File: config.mk
export PLATFORM = sky130hd
export DESIGN_NAME = dpds_top
export DESIGN_NICKNAME = d
export VERILOG_FILES = /design/src/dpds_out_image.v /design/src/dpds_run_cmd.v /design/src/dpds_top.v
export VERILOG_INCLUDE_DIRS = /design/src /design/src/src
export SDC_FILE = /design/constraint.sdc
export NUM_CORES = 1
export LEC_CHECK = 0
export ABC_CLOCK_PERIOD_IN_PS = 12830
export BUFFER_PORTS_ARGS = -buffer_cell sky130_fd_sc_hd__buf_2
export CORE_UTILIZATION = 45
export CTS_CLUSTER_SIZE = 25
export DETAILED_ROUTE_END_ITERATION = 6
export HOLD_SLACK_MARGIN = 0.06
export PLACE_DENSITY = 0.7
export SLEW_MARGIN = 0
export SYNTH_ARGS = -nofsm -noshare
export SYNTH_HDL_FRONTEND = slang
export SYNTH_HIERARCHICAL = 1
export SYNTH_SLANG_ARGS = --single-unit
File: constraint.sdc
create_clock -name i_clk -period 12.83 [get_ports i_clk]
set_input_delay 1.283 -clock i_clk [delete_from_list [all_inputs] [get_ports i_clk]]
set_output_delay 1.283 -clock i_clk [all_outputs]
set_load 0.03 [all_outputs]
File: src/dpds_defs.vh
// Constants of the drive process data image and status word.
// Assumes byte addressed cyclic images of at most sixteen bytes.
`ifndef DPDS_DEFS_VH
`define DPDS_DEFS_VH

// ----------------------------------------------------------------
// Image byte offsets, little-endian fields
// ----------------------------------------------------------------
`define DPDS_OFS_CTRL        4'h0
`define DPDS_OFS_SPARE       4'h2
`define DPDS_OFS_TARGET      4'h4
`define DPDS_OFS_PID         4'h8
`define DPDS_OFS_PSUB        4'ha
`define DPDS_OFS_PVAL        4'hc
`define DPDS_OFS_STATUS      4'h0
`define DPDS_OFS_SPEED       4'h2
`define DPDS_OFS_POS         4'h4
`define DPDS_LAST_LONG       4'hf
`define DPDS_LAST_SHORT      4'h7

// ----------------------------------------------------------------
// Control word fields
// ----------------------------------------------------------------
`define DPDS_CB_MAN_UP       0
`define DPDS_CB_MAN_DN       1
`define DPDS_CB_TAKE         2
`define DPDS_CB_RELEASE      4
`define DPDS_CB_RSVD_MASK    16'hffe8

// ----------------------------------------------------------------
// Status word fields and reset value
// ----------------------------------------------------------------
`define DPDS_SB_REACHED      0
`define DPDS_SB_FOLLOW       1
`define DPDS_SB_SUPPLY       4
`define DPDS_SB_ABORT        5
`define DPDS_SB_RUNNING      6
`define DPDS_SB_OVERTEMP     7
`define DPDS_SB_LOOP         8
`define DPDS_SB_ERROR        9
`define DPDS_STATUS_RST      16'h0100

// ----------------------------------------------------------------
// Analogue limits: voltage in 0.1 V steps, temperature in deg C
// ----------------------------------------------------------------
`define DPDS_VOLT_MAX        16'h012c
`define DPDS_TEMP_HYST       16'h0005

`endif

File: src/dpds_out_image.v
// Byte store of the output image written by the network scanner.
// Assumes byte writes arrive on the drive clock from the link logic.
`timescale 1ns/1ps
`include "dpds_defs.vh"

module dpds_out_image (
    // Clock, reset, enable
    input  wire        i_clk,
    input  wire        i_nrst,
    input  wire        i_ce,
    // Byte write port
    input  wire        i_wr,
    input  wire [3:0]  i_addr,
    input  wire [7:0]  i_data,
    input  wire        i_long,
    // Assembled fields
    output wire [15:0] o_ctrl_word,
    output wire [31:0] o_target_value,
    output wire [15:0] o_param_identifier_word,
    output wire [15:0] o_param_subindex_word,
    output wire [31:0] o_param_value_dword
);

    reg [7:0] img [0:15];
    integer   k;

    // ------------------------------------------------------------
    // Byte store
    // ------------------------------------------------------------
    // Short image drops writes past byte 7; parameter bytes stored
    // earlier stay on the parameter outputs
    always @(posedge i_clk or negedge i_nrst) begin
        if (!i_nrst) begin
            for (k = 0; k < 16; k = k + 1) begin
                img[k] <= 8'h00;
            end
        end else if (i_ce && i_wr &&
                     (i_long || i_addr <= `DPDS_LAST_SHORT)) begin
            img[i_addr] <= i_data;
        end
    end

    // ------------------------------------------------------------
    // Field assembly, lowest byte least significant
    // ------------------------------------------------------------
    assign o_ctrl_word    = {img[1], img[0]};
    assign o_target_value = {img[7], img[6], img[5], img[4]};
    assign o_param_identifier_word = {img[9], img[8]};
    assign o_param_subindex_word   = {img[11], img[10]};
    assign o_param_value_dword =
        {img[15], img[14], img[13], img[12]};
endmodule // dpds_out_image

File: src/dpds_run_cmd.v
// Decodes the control word into run commands and tracks the run.
// Assumes the motion logic reports the end of a positioning run.
`timescale 1ns/1ps
`include "dpds_defs.vh"

module dpds_run_cmd (
    // Clock, reset, enable
    input  wire        i_clk,
    input  wire        i_nrst,
    input  wire        i_ce,
    // Control and drive state
    input  wire [15:0] i_ctrl_word,
    input  wire        i_error,
    input  wire        i_run_done,
    // Command pulses and run state
    output reg         o_take_target,
    output reg         o_pos_start,
    output reg         o_man_start,
    output reg         o_abort,
    output reg         o_man_up,
    output wire        o_run_pos,
    output wire        o_run_man
);

    localparam [2:0] ST_IDLE = 3'b001;
    localparam [2:0] ST_POS  = 3'b010;
    localparam [2:0] ST_MAN  = 3'b100;
    reg  [2:0] state;
    reg        prev_take;
    wire       release_on;
    wire       man_up;
    wire       man_dn;
    wire       take;
    wire       invalid;
    wire       take_edge;

    assign release_on = i_ctrl_word[`DPDS_CB_RELEASE];
    assign man_up     = i_ctrl_word[`DPDS_CB_MAN_UP];
    assign man_dn     = i_ctrl_word[`DPDS_CB_MAN_DN];
    assign take       = i_ctrl_word[`DPDS_CB_TAKE];
    // Reserved bits set or both manual directions is a bad combination
    assign invalid    = (|(i_ctrl_word & `DPDS_CB_RSVD_MASK)) ||
                        (man_up && man_dn);
    assign take_edge  = take && !prev_take;
    assign o_run_pos  = (state == ST_POS);
    assign o_run_man  = (state == ST_MAN);

    // ------------------------------------------------------------
    // Run state machine
    // ------------------------------------------------------------
    always @(posedge i_clk or negedge i_nrst) begin
        if (!i_nrst) begin
            state         <= ST_IDLE;
            prev_take     <= 1'b0;
            o_take_target <= 1'b0;
            o_pos_start   <= 1'b0;
            o_man_start   <= 1'b0;
            o_abort       <= 1'b0;
            o_man_up      <= 1'b0;
        end else if (i_ce) begin
            prev_take     <= take;
            o_take_target <= take_edge && !invalid;
            o_pos_start   <= 1'b0;
            o_man_start   <= 1'b0;
            o_abort       <= 1'b0;
            case (state)
                ST_IDLE: begin
                    // Error or missing release refuses any run
                    if (release_on && !invalid && !i_error) begin
                        if (man_up || man_dn) begin
                            state       <= ST_MAN;
                            o_man_start <= 1'b1;
                            o_man_up    <= man_up;
                        end else if (take_edge) begin
                            state       <= ST_POS;
                            o_pos_start <= 1'b1;
                        end
                    end
                end
                ST_POS: begin
                    if (!release_on || invalid) begin
                        state   <= ST_IDLE;
                        o_abort <= 1'b1;
                    end else if (i_run_done) begin
                        state <= ST_IDLE;
                    end
                end
                ST_MAN: begin
                    if (!release_on || invalid) begin
                        state   <= ST_IDLE;
                        o_abort <= 1'b1;
                    end else if (!man_up && !man_dn) begin
                        state <= ST_IDLE;
                    end
                end
                default: begin
                    state <= ST_IDLE;
                end
            endcase
        end
    end
endmodule // dpds_run_cmd

File: src/dpds_top.v
// Cyclic process data image of a positioning drive and its status
// word. Assumes the motion, supply and temperature inputs come from
// logic on the same drive clock; the scanner link writes the output
// image byte by byte and reads the input image byte by byte.
`timescale 1ns/1ps
`include "dpds_defs.vh"

// What this block does
// - Output image: control 0-1, spare 2-3, target 4-7, param fields 8-15.
// - Input image: status 0-1, speed 2-3, position 4-7, param fields after.
// - Without parameter channel both images shrink from 16 to 8 bytes.
// - Bit 0 set on positioning target reached or back inside window.
// - Bit 0 cleared by far target, manual run, bad target, displacement.
// - Bit 1 set on following error while running; cleared by new run.
// - Bit 4 high while supply above limit and below 30 V.
// - Bit 5 set when run aborted by release or bad control word.
// - Bit 6 follows shaft rotation.
// - Bit 7 set above temperature limit, cleared 5 degrees below it.
// - Bit 8 set at reset, on run against loop, or zero loop.
// - Bit 8 cleared only by positioning reached in loop direction.
// - Bit 9 set on position calculation fault; blocks every run.
// - Bit 9 clears only through reset.
// - Runs need the release bit; dropping it aborts and sets bit 5.
module dpds_top (
    // Clock, reset, enable
    input  wire        i_clk,
    input  wire        i_nrst,
    input  wire        i_ce,
    // Length options, high selects the parameter channel
    input  wire        i_output_length_option,
    input  wire        i_input_length_option,
    // Output image byte writes from the link
    input  wire        i_out_wr,
    input  wire [3:0]  i_out_addr,
    input  wire [7:0]  i_out_data,
    // Input image byte reads from the link
    input  wire [3:0]  i_in_addr,
    output reg  [7:0]  o_in_data,
    // Drive parameters
    input  wire [31:0] i_pos_window,
    input  wire [31:0] i_follow_limit,
    input  wire [15:0] i_loop_length,
    input  wire        i_loop_dir_up,
    input  wire [15:0] i_umot_limit,
    input  wire [15:0] i_temp_limit,
    // Motion and sensor state
    input  wire [31:0] i_actual_position,
    input  wire [31:0] i_set_position,
    input  wire [15:0] i_actual_speed,
    input  wire [15:0] i_motor_voltage,
    input  wire [15:0] i_temperature,
    input  wire        i_rotating,
    input  wire        i_braking,
    input  wire        i_pos_reached,
    input  wire        i_pos_ended,
    input  wire        i_target_invalid,
    input  wire        i_displaced,
    input  wire        i_calc_fault,
    // Parameter channel response
    input  wire [15:0] i_param_identifier_word,
    input  wire [15:0] i_param_subindex_word,
    input  wire [31:0] i_param_value_dword,
    // Parameter channel request
    output wire [15:0] o_param_identifier_word,
    output wire [15:0] o_param_subindex_word,
    output wire [31:0] o_param_value_dword,
    // Commands to the motion logic
    output reg  [31:0] o_target_value,
    output wire        o_pos_start,
    output wire        o_man_start,
    output wire        o_man_up,
    output wire        o_abort,
    // Status
    output reg  [15:0] o_status_word
);

    // ------------------------------------------------------------
    // Helpers
    // ------------------------------------------------------------
    // Distance between two signed positions, used for window and
    // following error checks
    function [31:0] dpds_dist;
        input [31:0] a;
        input [31:0] b;
        reg   [31:0] d;
        begin
            d = a - b;
            dpds_dist = d[31] ? (~d + 32'h0000_0001) : d;
        end
    endfunction

    // Signed compare, high when a lies above b
    function dpds_above;
        input [31:0] a;
        input [31:0] b;
        begin
            dpds_above = $signed(a) > $signed(b);
        end
    endfunction

    wire [15:0] ctrl_word;
    wire [31:0] img_target;
    wire        take_target;
    wire        run_pos;
    wire        run_man;
    wire        new_run;
    wire        err_flag;
    reg         pos_dir_ok;
    reg         was_displaced;
    reg         run_pos_d;
    reg         man_up_run;
    reg  [15:0] next_status;
    reg         run_up;
    reg  [15:0] temp_low;

    assign err_flag = o_status_word[`DPDS_SB_ERROR];
    assign new_run  = o_pos_start || o_man_start;

    // ------------------------------------------------------------
    // Output image and run command decode
    // ------------------------------------------------------------
    dpds_out_image u_out_image (
        .i_clk                   (i_clk),
        .i_nrst                  (i_nrst),
        .i_ce                    (i_ce),
        .i_wr                    (i_out_wr),
        .i_addr                  (i_out_addr),
        .i_data                  (i_out_data),
        .i_long                  (i_output_length_option),
        .o_ctrl_word             (ctrl_word),
        .o_target_value          (img_target),
        .o_param_identifier_word (o_param_identifier_word),
        .o_param_subindex_word   (o_param_subindex_word),
        .o_param_value_dword     (o_param_value_dword)
    );

    dpds_run_cmd u_run_cmd (
        .i_clk         (i_clk),
        .i_nrst        (i_nrst),
        .i_ce          (i_ce),
        .i_ctrl_word   (ctrl_word),
        .i_error       (err_flag),
        .i_run_done    (i_pos_reached || i_pos_ended),
        .o_take_target (take_target),
        .o_pos_start   (o_pos_start),
        .o_man_start   (o_man_start),
        .o_abort       (o_abort),
        .o_man_up      (o_man_up),
        .o_run_pos     (run_pos),
        .o_run_man     (run_man)
    );

    // ------------------------------------------------------------
    // Target latch and run direction bookkeeping
    // ------------------------------------------------------------
    // The target is held apart from the image so a scanner rewrite
    // reaches it only on a take edge, which latches even during a run
    always @(posedge i_clk or negedge i_nrst) begin
        if (!i_nrst) begin
            o_target_value <= 32'h0000_0000;
            pos_dir_ok     <= 1'b0;
            was_displaced  <= 1'b0;
            run_pos_d      <= 1'b0;
            man_up_run     <= 1'b0;
        end else if (i_ce) begin
            run_pos_d <= run_pos;
            if (take_target) begin
                o_target_value <= img_target;
            end
            if (o_pos_start) begin
                pos_dir_ok <= (i_loop_length != 16'h0000) &&
                    (dpds_above(img_target, i_actual_position)
                     == i_loop_dir_up);
            end
            if (o_man_start) begin
                man_up_run <= o_man_up;
            end
            // Remember a displacement until back in the window or a new run starts
            if (i_displaced && !i_rotating) begin
                was_displaced <= 1'b1;
            end else if (new_run || dpds_dist(i_actual_position,
                         o_target_value) <= i_pos_window) begin
                was_displaced <= 1'b0;
            end
        end
    end

    // ------------------------------------------------------------
    // Status word next value; each set term is applied after its
    // clear term so a simultaneous event is never lost
    // ------------------------------------------------------------
    always @* begin
        next_status = o_status_word;
        run_up      = o_man_start ? o_man_up : man_up_run;
        temp_low    = i_temp_limit - `DPDS_TEMP_HYST;
        // Target reached
        if ((take_target && dpds_dist(img_target, i_actual_position)
             > i_pos_window) || o_man_start || i_target_invalid ||
            (i_displaced && !i_rotating)) begin
            next_status[`DPDS_SB_REACHED] = 1'b0;
        end
        if ((run_pos_d && i_pos_reached) ||
            (was_displaced && !i_displaced && dpds_dist(
             i_actual_position, o_target_value) <= i_pos_window)) begin
            next_status[`DPDS_SB_REACHED] = 1'b1;
        end
        // Following error
        if (new_run) begin
            next_status[`DPDS_SB_FOLLOW] = 1'b0;
        end
        if ((run_pos || run_man) && !i_braking &&
            dpds_dist(i_set_position, i_actual_position)
            > i_follow_limit) begin
            next_status[`DPDS_SB_FOLLOW] = 1'b1;
        end
        // Motor supply inside its corridor
        next_status[`DPDS_SB_SUPPLY] =
            (i_motor_voltage > i_umot_limit) &&
            (i_motor_voltage < `DPDS_VOLT_MAX);
        // Run aborted
        if (new_run) begin
            next_status[`DPDS_SB_ABORT] = 1'b0;
        end
        if (o_abort) begin
            next_status[`DPDS_SB_ABORT] = 1'b1;
        end
        // Running
        next_status[`DPDS_SB_RUNNING] = i_rotating;
        // Overtemperature with hysteresis
        if (i_temperature <= temp_low) begin
            next_status[`DPDS_SB_OVERTEMP] = 1'b0;
        end
        if (i_temperature > i_temp_limit) begin
            next_status[`DPDS_SB_OVERTEMP] = 1'b1;
        end
        // Loop direction: only a reached positioning run clears it
        if (run_pos_d && i_pos_reached && pos_dir_ok) begin
            next_status[`DPDS_SB_LOOP] = 1'b0;
        end
        if ((o_pos_start && ((i_loop_length == 16'h0000) ||
             (dpds_above(img_target, i_actual_position)
              != i_loop_dir_up))) ||
            (o_man_start && ((i_loop_length == 16'h0000) ||
             (run_up != i_loop_dir_up)))) begin
            next_status[`DPDS_SB_LOOP] = 1'b1;
        end
        // Error is sticky; nothing but reset clears it
        if (i_calc_fault) begin
            next_status[`DPDS_SB_ERROR] = 1'b1;
        end
    end

    always @(posedge i_clk or negedge i_nrst) begin
        if (!i_nrst) begin
            o_status_word <= `DPDS_STATUS_RST;
        end else if (i_ce) begin
            o_status_word <= next_status;
        end
    end

    // ------------------------------------------------------------
    // Input image byte read
    // ------------------------------------------------------------
    // Short image reads zero past byte 7
    always @(posedge i_clk or negedge i_nrst) begin
        if (!i_nrst) begin
            o_in_data <= 8'h00;
        end else if (i_ce) begin
            if (!i_input_length_option &&
                i_in_addr > `DPDS_LAST_SHORT) begin
                o_in_data <= 8'h00;
            end else begin
                case (i_in_addr)
                    4'h0: o_in_data <= o_status_word[7:0];
                    4'h1: o_in_data <= o_status_word[15:8];
                    4'h2: o_in_data <= i_actual_speed[7:0];
                    4'h3: o_in_data <= i_actual_speed[15:8];
                    4'h4: o_in_data <= i_actual_position[7:0];
                    4'h5: o_in_data <= i_actual_position[15:8];
                    4'h6: o_in_data <= i_actual_position[23:16];
                    4'h7: o_in_data <= i_actual_position[31:24];
                    4'h8: o_in_data <= i_param_identifier_word[7:0];
                    4'h9: o_in_data <= i_param_identifier_word[15:8];
                    4'ha: o_in_data <= i_param_subindex_word[7:0];
                    4'hb: o_in_data <= i_param_subindex_word[15:8];
                    4'hc: o_in_data <= i_param_value_dword[7:0];
                    4'hd: o_in_data <= i_param_value_dword[15:8];
                    4'he: o_in_data <= i_param_value_dword[23:16];
                    4'hf: o_in_data <= i_param_value_dword[31:24];
                    default: o_in_data <= 8'h00;
                endcase
            end
        end
    end

endmodule // dpds_top

== Yosys cells after proc, flatten, opt, wreduce, memory -nomap -nowiden ==
Cells that the tools add are included.
Storage, ports and cells
  bits in registers: 189
  latch bits: 0
  bits in writable memories: 0
  bits in read-only memories: 0
  input port bits: 318
  output and inout port bits: 124
  word-level logic and storage cells: 190
  memories: 0
Cells by class
  $add $sub $neg: 7
  multipliers: 0
  divide/modulo/power cells: 0
  magnitude comparators: 12
  eq/ne operators: 25
  shift-type cells: 0
  multiplexer cells: 37
  bitwise gates (word level): 4
  reduce and logical (&&, ||, !) cells: 69
Operator list (count)
  128-bit bitwise mux: 1
  8-bit case mux with 16 select lines: 1
  32-bit by 1-bit adder with 32-bit output (second input constant): 3
  32-bit > comparator: 3
  32-bit 2-to-1 mux: 3
  32-bit NOT: 3
  32-bit subtractor: 3
  8-bit demux with 4-bit select: 1
  4-bit equality test (second input constant): 8
  16-bit > comparator: 2
  32-bit less-or-equal comparator: 1
  1-bit logical AND: 22
  1-bit 2-to-1 mux: 21
  3-bit 2-to-1 mux: 7
  2-bit AND reduction: 9
  4-bit by 3-bit equality test with 1-bit output (second input constant): 4
  16-bit less-or-equal comparator: 1
  16-bit logical NOT: 1
  16-bit by 9-bit < comparator with 1-bit output (second input constant): 1
  8-bit 2-to-1 mux: 2
  16-bit nonzero test: 1
  16-bit by 3-bit subtractor with 16-bit output (second input constant): 1
  1-bit logical OR: 15
  2-bit nonzero test: 6
  21 further kinds: 34

== Longest topological paths before layout ==
Gate-level depths: netlist of the first run.
  depth after elaboration: 11
  mapped depth: 26
  gate-level depth less buffers: 24

== Cells and area by module ==
Netlist of the first run, hierarchy kept.
Modules (own cells, without submodules)
  dpds_top: times used 1, cells an instance 1974, area an instance 14482.6 µm², seq. area each 1277.5 µm²
  dpds_out_image: times used 1, cells an instance 262, area an instance 4404.2 µm², seq. area each 2802.7 µm²
  dpds_run_cmd: times used 1, cells an instance 54, area an instance 534.3 µm², seq. area each 226.5 µm²

== Least setup slack after synthesis of the first run ==
Ideal clock, no wire load.
  path kind: input -> register
  start point: in i_actual_position[1]
  end point: reg o_status_word[1]
  library setup time: 0.124 ns
  arrival time: 5.806 ns
  data required time: 12.706 ns
  setup slack: 6.900 ns
  stages on the path: 22
  path buffers: 0
  cell sequence: inv_1 > ha_1 > nor2b_1 > o31a_1 > or4_4 > nand4_2 > or3b_4 > or3_4 > or4b_4 > inv_1 > a21oi_1 > xnor2_1 > ha_1 > a21o_1 > a21o_1 > a21o_1 > a21o_1 > a21o_1 > a21oi_1 > nor2_1 > o31ai_1 > nand2_1
Between the ends
  cells in the longest elaborated chain, start to end: 8
  elaborated cells between the ends (all ways): 9
  classes of those cells: 2 x add/sub; 1 x order compare; 2 x mux; 1 x bitwise; 3 x reduce/logical
Ends and longest elaborated chain
  start, declared: RTL line dpds_top.v:47  | input wire [31:0] i_actual_position,
  32-bit subtractor *: RTL line dpds_top.v:87  | d = a - b;
  32-bit NOT: RTL line dpds_top.v:88  | dpds_dist = d[31] ? (~d + 32'h0000_0001) : d;
  32-bit by 1-bit adder with 32-bit output: RTL line dpds_top.v:88
  32-bit 2-to-1 mux *: RTL line dpds_top.v:88
  32-bit > comparator *: RTL line dpds_top.v:213  | > i_follow_limit) begin
  1-bit logical AND *: RTL line dpds_top.v:211  | if ((run_pos || run_man) && !i_braking &&
  2-bit nonzero test (no line)
  2-bit AND reduction (no line)
  end signal, assigned: RTL line dpds_top.v:255  | o_status_word <= `DPDS_STATUS_RST;
  end signal, assigned: RTL line dpds_top.v:257  | o_status_word <= next_status;
  end, declared: RTL line dpds_top.v:74  | output reg [15:0] o_status_word
Mark *: on every way between the ends. The rest lies on a longest branch, timed or not.
A chain may end at the register's enable or synchronous reset.

== Final worst setup path of the first run ==
  start point: in i_actual_position[1]
  end point: reg o_status_word[0]
Between the ends
  cells in the longest elaborated chain, start to end: 11
  elaborated cells between the ends (all ways): 19
  classes of those cells: 4 x add/sub; 2 x order compare; 3 x mux; 2 x bitwise; 8 x reduce/logical
Ends and longest elaborated chain
  32-bit subtractor: RTL line dpds_top.v:87
  32-bit NOT: RTL line dpds_top.v:88
  32-bit by 1-bit adder with 32-bit output: RTL line dpds_top.v:88
  32-bit 2-to-1 mux: RTL line dpds_top.v:88
  32-bit > comparator: RTL line dpds_top.v:198  | > i_pos_window) || o_man_start || i_target_invalid ||
  1-bit logical AND: RTL line dpds_top.v:197  | if ((take_target && dpds_dist(img_target, i_actual_position)
  1-bit logical OR (3 in a row): RTL line dpds_top.v:198
  2-bit nonzero test (no line)
  2-bit AND reduction (no line)
Parallel ways exist; a longest one is shown, timed or not.

==> flow_summary.rst, run 1 <==
.. list-table::
   :header-rows: 1

   * - Metric
     - Value
   * - DRT Pass-1 Iters
     - 7
   * - Mapped Area
     - 19420 µm²
   * - Combined area of the multi-input logic cells
     - 13990 µm²
   * - Number of maximum-capacitance constraint violations
     - 0
   * - Start-to-end type of the worst setup path
     - input port to flip-flop
   * - Setup repair after global routing missed its margin
     - false
   * - Min-delay worst type
     - flip-flop to flip-flop
   * - Run status
     - finished clean
   * - Routed length on met2
     - 35340 µm
   * - Die H
     - 209.7 µm
   * - Buffer levels on the longest clock path
     - 2
   * - Vias in the first global route
     - 19040
   * - Library cell contributing the largest single delay on the critical path
     - nor4b_1
   * - All-layer global routing usage
     - between 30% and 40%
   * - Count of standard-cell rows
     - 75
   * - Length of routed wiring on met1
     - ~33000 µm
   * - Total of cells resized after clock tree synthesis
     - 0
   * - Setup total negative slack
     - 0 ps
   * - Initial DRC count
     - 1660
   * - Placeable core region
     - approximately 42000 µm²
   * - Placed wire-length estimate
     - 64660 µm
   * - Switching power
     - roughly 1.6 mW
   * - Post-synth ARST share
     - 100.0%
   * - Count of flip-flops with a built-in enable after synthesis
     - 0
   * - Final routed wirelength across all metal layers
     - 77750 µm
   * - Tot Pwr
     - 3.308 mW
   * - Final worst hold slack
     - between 400 and 500 ps
   * - Number of synthesized register bits
     - 172
   * - Number of different library cells in the post-synthesis netlist
     - 97
   * - Synthesis-to-layout area growth
     - 16.74%
   * - Overall via count from detail_route
     - 19810
   * - Share of the clock period used by the worst path after layout
     - 54.05%
   * - Setup Skew
     - around 23 ps
   * - TritonCTS clock tree
     - built
   * - Net count reported at finish
     - 3242
   * - Gate count of the mapped netlist
     - about 2300
   * - Number of CTS-inserted buffers
     - 17
   * - Clock net sink count
     - 172
   * - Yosys top cell area share
     - between 20% and 30%
   * - Horiz. Die Dim
     - between 200 and 250 µm
   * - Worst Path Max Fanout
     - 5
   * - Most used DFF post-synth
     - dfrtp_1
   * - Fraction of power consumed by the clock network
     - 16.4%
   * - Internal Dissipation
     - approximately 1.7 mW
   * - Sequential-to-total area share from yosys stat
     - 22.17%
   * - Boundary Pins
     - 442
   * - ANT nets after route
     - 0
   * - Seq pwr share
     - 21.5%
   * - DIE AREA
     - 43990 µm²
   * - CTS hold repair buffers
     - 0
   * - DR DRC count
     - 0
   * - Measured slew at the worst slew-check pin
     - 1040 ps
   * - Nature of the critical path startpoint
     - input port
   * - Fraction of power spent switching nets
     - 48.46%
   * - Post-layout utilization of the core
     - 53.69%
   * - Clock transition at path regs
     - 90 ps
   * - Fill cells
     - between 4000 and 5000
   * - Top routing layer in use
     - met5
   * - Most common cell after layout, fill and taps aside
     - buf_2
   * - Number of warnings printed during yosys synthesis
     - 6
   * - H-Tree Depth
     - 4
   * - Largest net degree at the start of global routing
     - 94
   * - Crit. End Element
     - flip-flop
   * - Fmax
     - ~140 MHz
   * - Cell chosen for the clock root
     - clkbuf_16
   * - Data required time at the worst endpoint
     - between 10000 and 15000 ps
   * - Average cell area after synthesis
     - 8.481 µm²
   * - Effective utilization at floorplan
     - 45.99%
   * - Arrival time of data at the critical path endpoint
     - 7250 ps
   * - Largest area contributor in the synthesized netlist
     - dfrtp_1
   * - Family of cells with the greatest summed delay on the critical path
     - simple AND/OR/NAND/NOR gates
   * - Count of final max-slew check failures
     - 0
   * - Critical-path cell list
     - buf_2 -> inv_1 -> ha_1 -> nor2b_1 -> o21ba_2 -> o311ai_0 -> and3_1 -> xor2_1 -> o221ai_1 -> nor4b_1 -> and4bb_2 -> a31oi_1 -> xor2_1 -> ha_1 -> nand4_1 -> nor4_1 -> inv_1 -> nor3_1 -> nand2_1 -> o21a_1 -> a211oi_1 -> o32ai_1
   * - Wire per inst
     - approximately 24 µm
   * - Number of hold violations in the final report
     - 0
   * - Final min period
     - 6935 ps
   * - Wire length of the first global-routing pass
     - roughly 110000 µm
   * - Global route overflow
     - 0
   * - Combinational share of power
     - 62.0%
   * - Leakage power of the design
     - between 10 and 15 nW
   * - Pwr dens
     - 145.9 nW/µm²
   * - Count of buffer and inverter cells on the critical path
     - 3
   * - PortBufs
     - 433
   * - Combined flip-flop and latch cell area
     - between 4000 and 5000 µm²
   * - Commonest cells after routing, fill and taps aside
     - buf_2, ha_1, inv_1
   * - Max_slew headroom
     - a little under a third
   * - Sum of met3 wire segment lengths after detailed routing
     - 5772 µm
   * - Area contributors post-synth
     - dfrtp_1, ha_1, mux2_2, xnor2_1, a21oi_1
   * - Number of buffers inserted to repair setup after CTS
     - 0
   * - Ratio of routed vias to standard cells
     - 6.125
   * - Antenna violations before repair
     - 5
   * - Worst IR drop on VDD
     - 88.55 µV
   * - Routability congestion estimate
     - ~1.1
   * - Setup violations, final
     - 0
   * - Ratio of cells with drive above 1 in the final layout
     - around a quarter
   * - Later-pin clock latency in the skew report
     - 430 ps
   * - Max incr delay on CP
     - 780 ps
[cells in the mapped netlist (all sizes together), types with 6 or more instances]
cell type,instances
and3,23
a211o,7
nand4,46
or3,13
nor3,53
xnor2,100
nor2,148
nor4,22
a21o,62
o21a,41
a311oi,7
o21ai,131
nand2b,21
nor4b,6
nand2,126
o31ai,14
o21bai,14
o22ai,8
a32o,6
o2bb2ai,7
nand3,50
a21oi,164
or4,12
ha,242
a31oi,36
buf,18
inv,214
a211oi,19
clkbuf,63
a32oi,6
xor2,73
a22oi,8
mux2,151
o211ai,15
and2,18
a41oi,6
a221oi,17
nor2b,31
or2,6
dfrtp,170
mux2i,15
nor3b,6
[worst register-to-register path, delay by kind of cell (launching register included)]
kind / cells / cell delay (ps)
and+or+nand+nor: 8 / 2640
AOI/OAI and AO/OA: 7 / 1560
adders and majority gates: 2 / 670
xor gates and xnor gates: 2 / 550
DFF: 1 / 440
buffers and inverters: 1 / 90
[kinds of logic after synthesis]
group / count (synthesis) / synth area share (%)
AO/OA/AOI/OAI: 629 / 21.34
AND/OR/NAND/NOR: 606 / 16.65
buffers and inverters: 295 / 5.921
adder cells (fa/ha/maj): 245 / 15.90
XOR/XNOR: 173 / 7.802
flip-flops: 172 / 22.17
multiplexers: 169 / 10.19
other: 1 / 0.01931
[stage by stage]
step | instances | worst slack [ps] | area (µm²)
3_3_place_gp | 3199 | 5803 | 22030
4_1_cts | 3231 | 6093 | 22670
6_report | 3234 | 5895 | 22670
5_1_grt | 3233 | 5541 | 22670
3_5_place_dp | 3199 | 5678 | 22030
2_1_floorplan | 2297 | 6900 | 19450
[registers in the layout, summed over array words and instances (netlist names), 3 cells and up]
name and count:
u_out_image/o_ctrl_word 16, u_out_image/o_param_identifier_word 16, o_in_data 8, u_out_image/o_param_value_dword 32, u_out_image/o_target_value 32, o_target_value 32, u_run_cmd/state 3, o_status_word 8
u_out_image/o_param_subindex_word 16
[final timing paths]
kind	end	from	depth (start not counted)	slack, ps
max	o_status_word[0]	i_actual_position[1]	22	5900
min reg2reg	pos_dir_ok	pos_dir_ok	2	490
min in group asynchronous	u_out_image/o_param_identifier_word[8]	i_nrst	1	920
max reg2reg	o_status_word[0]	u_out_image/o_target_value[3]	20	6740
max in group asynchronous	o_target_value[14]	i_nrst	2	10330
min	pos_dir_ok	pos_dir_ok	2	490
[routing by layer]
layer	up-vias	global-route usage, %
met5	-	0
li1	9182	-
met4	2	14.40
met1	9653	46.08
met2	836	54.87
met3	134	4.833
[final cells by class]
class	count	share of cell area, %
Inverter	214	3.543
Timing Repair Buffer	444	9.950
Multi-Input combinational cell	1830	61.72
Clock inverter	15	0.9105
Antenna cell	3	0.03311
Tap cell	539	2.974
Clock buffer	17	1.876
Sequential cell	172	18.99
[power groups by stage]
stage	sequential [mW]	combinational, mW	clock (mW)
after floorplan	0.783	1.34	0
after global placement	0.712	1.97	0
after detailed placement	0.717	2.01	0
after CTS	0.709	2.02	0.553
after global routing	0.720	2.23	0.572
final	0.713	2.05	0.544
Note: power is estimated with default switching activity, not from simulation.
==> run 2, diff against run 1 <==
--- a/config.mk
+++ b/config.mk
@@ -6,13 +6,13 @@
 export SDC_FILE = /design/constraint.sdc
 export NUM_CORES = 1
 export LEC_CHECK = 0
-export ABC_CLOCK_PERIOD_IN_PS = 12830
+export ABC_CLOCK_PERIOD_IN_PS = 6340
 export BUFFER_PORTS_ARGS = -buffer_cell sky130_fd_sc_hd__buf_2
 export CORE_UTILIZATION = 45
 export CTS_CLUSTER_SIZE = 25
 export DETAILED_ROUTE_END_ITERATION = 6
 export HOLD_SLACK_MARGIN = 0.06
-export PLACE_DENSITY = 0.7
+export PLACE_DENSITY = 0.73
 export SLEW_MARGIN = 0
 export SYNTH_ARGS = -nofsm -noshare
 export SYNTH_HDL_FRONTEND = slang
==> constraint.sdc (replaced) <==
create_clock -name i_clk -period 6.34 [get_ports i_clk]
set_input_delay 0.634 -clock i_clk [delete_from_list [all_inputs] [get_ports i_clk]]
set_output_delay 0.634 -clock i_clk [all_outputs]
set_load 0.03 [all_outputs]
==> run 2 against run 1 <==
Effect of this change: clock skew down 16 ps; routed wire length is 0.79% lower; non-clock buffer count increased by 74; utilization is 1.3 points higher; sequential share of layout area down 0.44 points.
==> flow_summary.rst, run 2 (synthesized netlist as in run 1, its figures left out) <==
.. list-table::
   :header-rows: 1

   * - Metric
     - Value
   * - DIE AREA
     - 43990 µm²
   * - Placed wire-length estimate
     - 65350 µm
   * - Arrival time of data at the critical path endpoint
     - around 6300 ps
   * - Critical-path cell list
     - ha_1 -> fa_1 -> nand2b_1 -> a21oi_1 -> o21ai_0 -> a2111oi_0 -> buf_4 -> o21bai_1 -> buf_4 -> a21oi_1 -> xor2_1 -> buf_4 -> nor3_1 -> nand3_1 -> nor4b_1 -> ha_1 -> nand4_1 -> nor2_1 -> a221oi_1 -> o21ai_0 -> nand2_1 -> a32oi_1 -> o32ai_1
   * - Fraction of power consumed by the clock network
     - 15.3%
   * - Later-pin clock latency in the skew report
     - 430 ps
   * - Number of buffers inserted to repair setup after CTS
     - 0
   * - TritonCTS clock tree
     - built
   * - Launch point of the critical path
     - o_target_value[0]
   * - H-Tree Depth
     - 4
   * - Min-delay worst type
     - input port to async pin
   * - Worst Path Max Fanout
     - 4
   * - Routability congestion estimate
     - 1.040
   * - Largest net degree at the start of global routing
     - 95
   * - Horiz. Die Dim
     - around 210 µm
   * - Max_slew headroom
     - 33.06%
   * - Number of CTS-inserted buffers
     - 17
   * - Share of the clock period used by the worst path after layout
     - approximately 95%
   * - Clock transition at path regs
     - roughly 70 ps
   * - Cell chosen for the clock root
     - clkbuf_16
   * - Effective utilization at floorplan
     - 45.99%
   * - DRT Pass-1 Iters
     - 6
   * - Library cell contributing the largest single delay on the critical path
     - a2111oi_0
   * - Overall via count from detail_route
     - 20000
   * - CTS hold repair buffers
     - 0
   * - Vias in the first global route
     - approximately 19000
   * - Boundary Pins
     - 442
   * - Combinational share of power
     - 64.0%
   * - Worst flop-to-flop path endpoint
     - o_status_word[0]
   * - Nature of the critical path startpoint
     - flip-flop
   * - Count of final max-slew check failures
     - 0
   * - Commonest cells after routing, fill and taps aside
     - buf_2, ha_1, inv_1
   * - Fill cells
     - 4073
   * - Final Cell Area
     - 23210 µm²
   * - Wire length of the first global-routing pass
     - roughly 110000 µm
   * - Setup Skew
     - 6.637 ps
   * - Net count reported at finish
     - 3316
   * - Run status
     - finished clean
   * - Pwr dens
     - 294.4 nW/µm²
   * - Most common cell after layout, fill and taps aside
     - buf_2
   * - Flop2flop setup slack
     - 330 ps
   * - Seq pwr share
     - 20.7%
   * - DR DRC count
     - 0
   * - Combined area of the multi-input logic cells
     - 14000 µm²
   * - Final min period
     - 6007 ps
   * - Wire per inst
     - 23.31 µm
   * - Ratio of routed vias to standard cells
     - 6.044
   * - Ratio of cells with drive above 1 in the final layout
     - 26.79%
   * - Setup repair after global routing missed its margin
     - false
   * - Fmax
     - 166.5 MHz
   * - All-layer global routing usage
     - 34.04%
   * - Total of cells resized after clock tree synthesis
     - 0
   * - Most prevalent standard cell on the critical path
     - buf_4
   * - Number of hold violations in the final report
     - 0
   * - Data required time at the worst endpoint
     - ~6700 ps
   * - Die H
     - between 200 and 250 µm
   * - Internal Dissipation
     - 3.636 mW
   * - Start-to-end type of the worst setup path
     - flip-flop to flip-flop
   * - Placeable core region
     - 42230 µm²
   * - Final worst hold slack
     - 258.6 ps
   * - Clock net sink count
     - 172
   * - Antenna violations before repair
     - 4
   * - Fraction of power spent switching nets
     - 46.80%
   * - Standard cell area after detailed placement
     - approximately 23000 µm²
   * - Combined flip-flop and latch cell area
     - roughly 4300 µm²
   * - Worst-case reg-to-reg path depth
     - 23
   * - Final routed wirelength across all metal layers
     - a little under 80000 µm
   * - Leakage power of the design
     - 11.70 nW
   * - Count of standard-cell rows
     - 75
   * - Max incr delay on CP
     - 580 ps
   * - Global route overflow
     - 0
   * - Worst IR drop on VDD
     - roughly 270 µV
   * - PortBufs
     - 433
   * - Crit. End Element
     - flip-flop
   * - Buffer levels on the longest clock path
     - 2
   * - Measured slew at the worst slew-check pin
     - 1004 ps
   * - Crit path capture
     - o_status_word[0]
   * - ANT nets after route
     - 0
   * - Number of maximum-capacitance constraint violations
     - 0
   * - Switching power
     - ~3.2 mW
   * - Initial DRC count
     - 1652
   * - Setup violations, final
     - 0
   * - Synthesis-to-layout area growth
     - 19.53%
   * - Reg-to-Reg Start
     - o_target_value[0]
## run 2: power groups by stage
stage,combinational (mW),clock [mW],sequential [mW]
CTS,4.31,1.06,1.41
finish,4.37,1.05,1.41
global route,4.75,1.11,1.43
global placement,4.22,0,1.42
floorplan,2.70,0,1.59
detailed placement,4.28,0,1.43
## run 2: worst min path at each step
stage          slack [ps]  cells past startpoint                                    end        from
2_1_floorplan         340                      0                           o_in_data[0]      i_nrst
3_3_place_gp          470                      2                             pos_dir_ok  pos_dir_ok
3_5_place_dp          470                      2                             pos_dir_ok  pos_dir_ok
4_1_cts               290                      1   u_out_image/o_param_subindex_word[3]      i_nrst
5_1_grt               330                      1  u_out_image/o_param_subindex_word[12]      i_nrst
6_report              260                      1  u_out_image/o_param_subindex_word[12]      i_nrst
## run 2: stage by stage
stage                     setup TNS, ps  util, %  std cells  power, mW  setup slack [ps]
after floorplan                       0        -       2297      4.290              1059
after global placement           -108.5    53.52       3273      5.639            -96.05
after detailed placement         -220.1    53.52       3273      5.708            -129.8
after CTS                             0    54.93       3305      6.781             294.2
after global routing                  0    54.96       3307      7.291             11.90
final                                 0    54.97       3309      6.834             333.3
## run 2: metal layers
layer,GRT usage [%],wire [µm],vias up,part of all wire [%]
li1,-,-,9298,-
met2,55.52,35340,857,46
met4,12.53,2810,2,3.6
met5,0,7,-,0.0091
met3,4.684,5421,121,7.0
met1,45.77,33550,9723,43
## run 2: worst max-delay path: cells and delay by family, from the launching register on
kind,cells,cell delay (ps)
and+or+nand+nor,7,1410
DFF,1,420
AOI/OAI and AO/OA,9,2440
adders and majority gates,3,960
buffers and inverters,3,540
xor gates and xnor gates,1,120
## run 2: layout make-up
class,count,area share (%)
Tap cell,539,2.905
Sequential cell,172,18.55
Multi-Input combinational cell,1830,60.31
Clock buffer,18,1.892
Inverter,214,3.460
Timing Repair Buffer,518,12.16
Antenna cell,4,0.04312
Clock inverter,14,0.6737
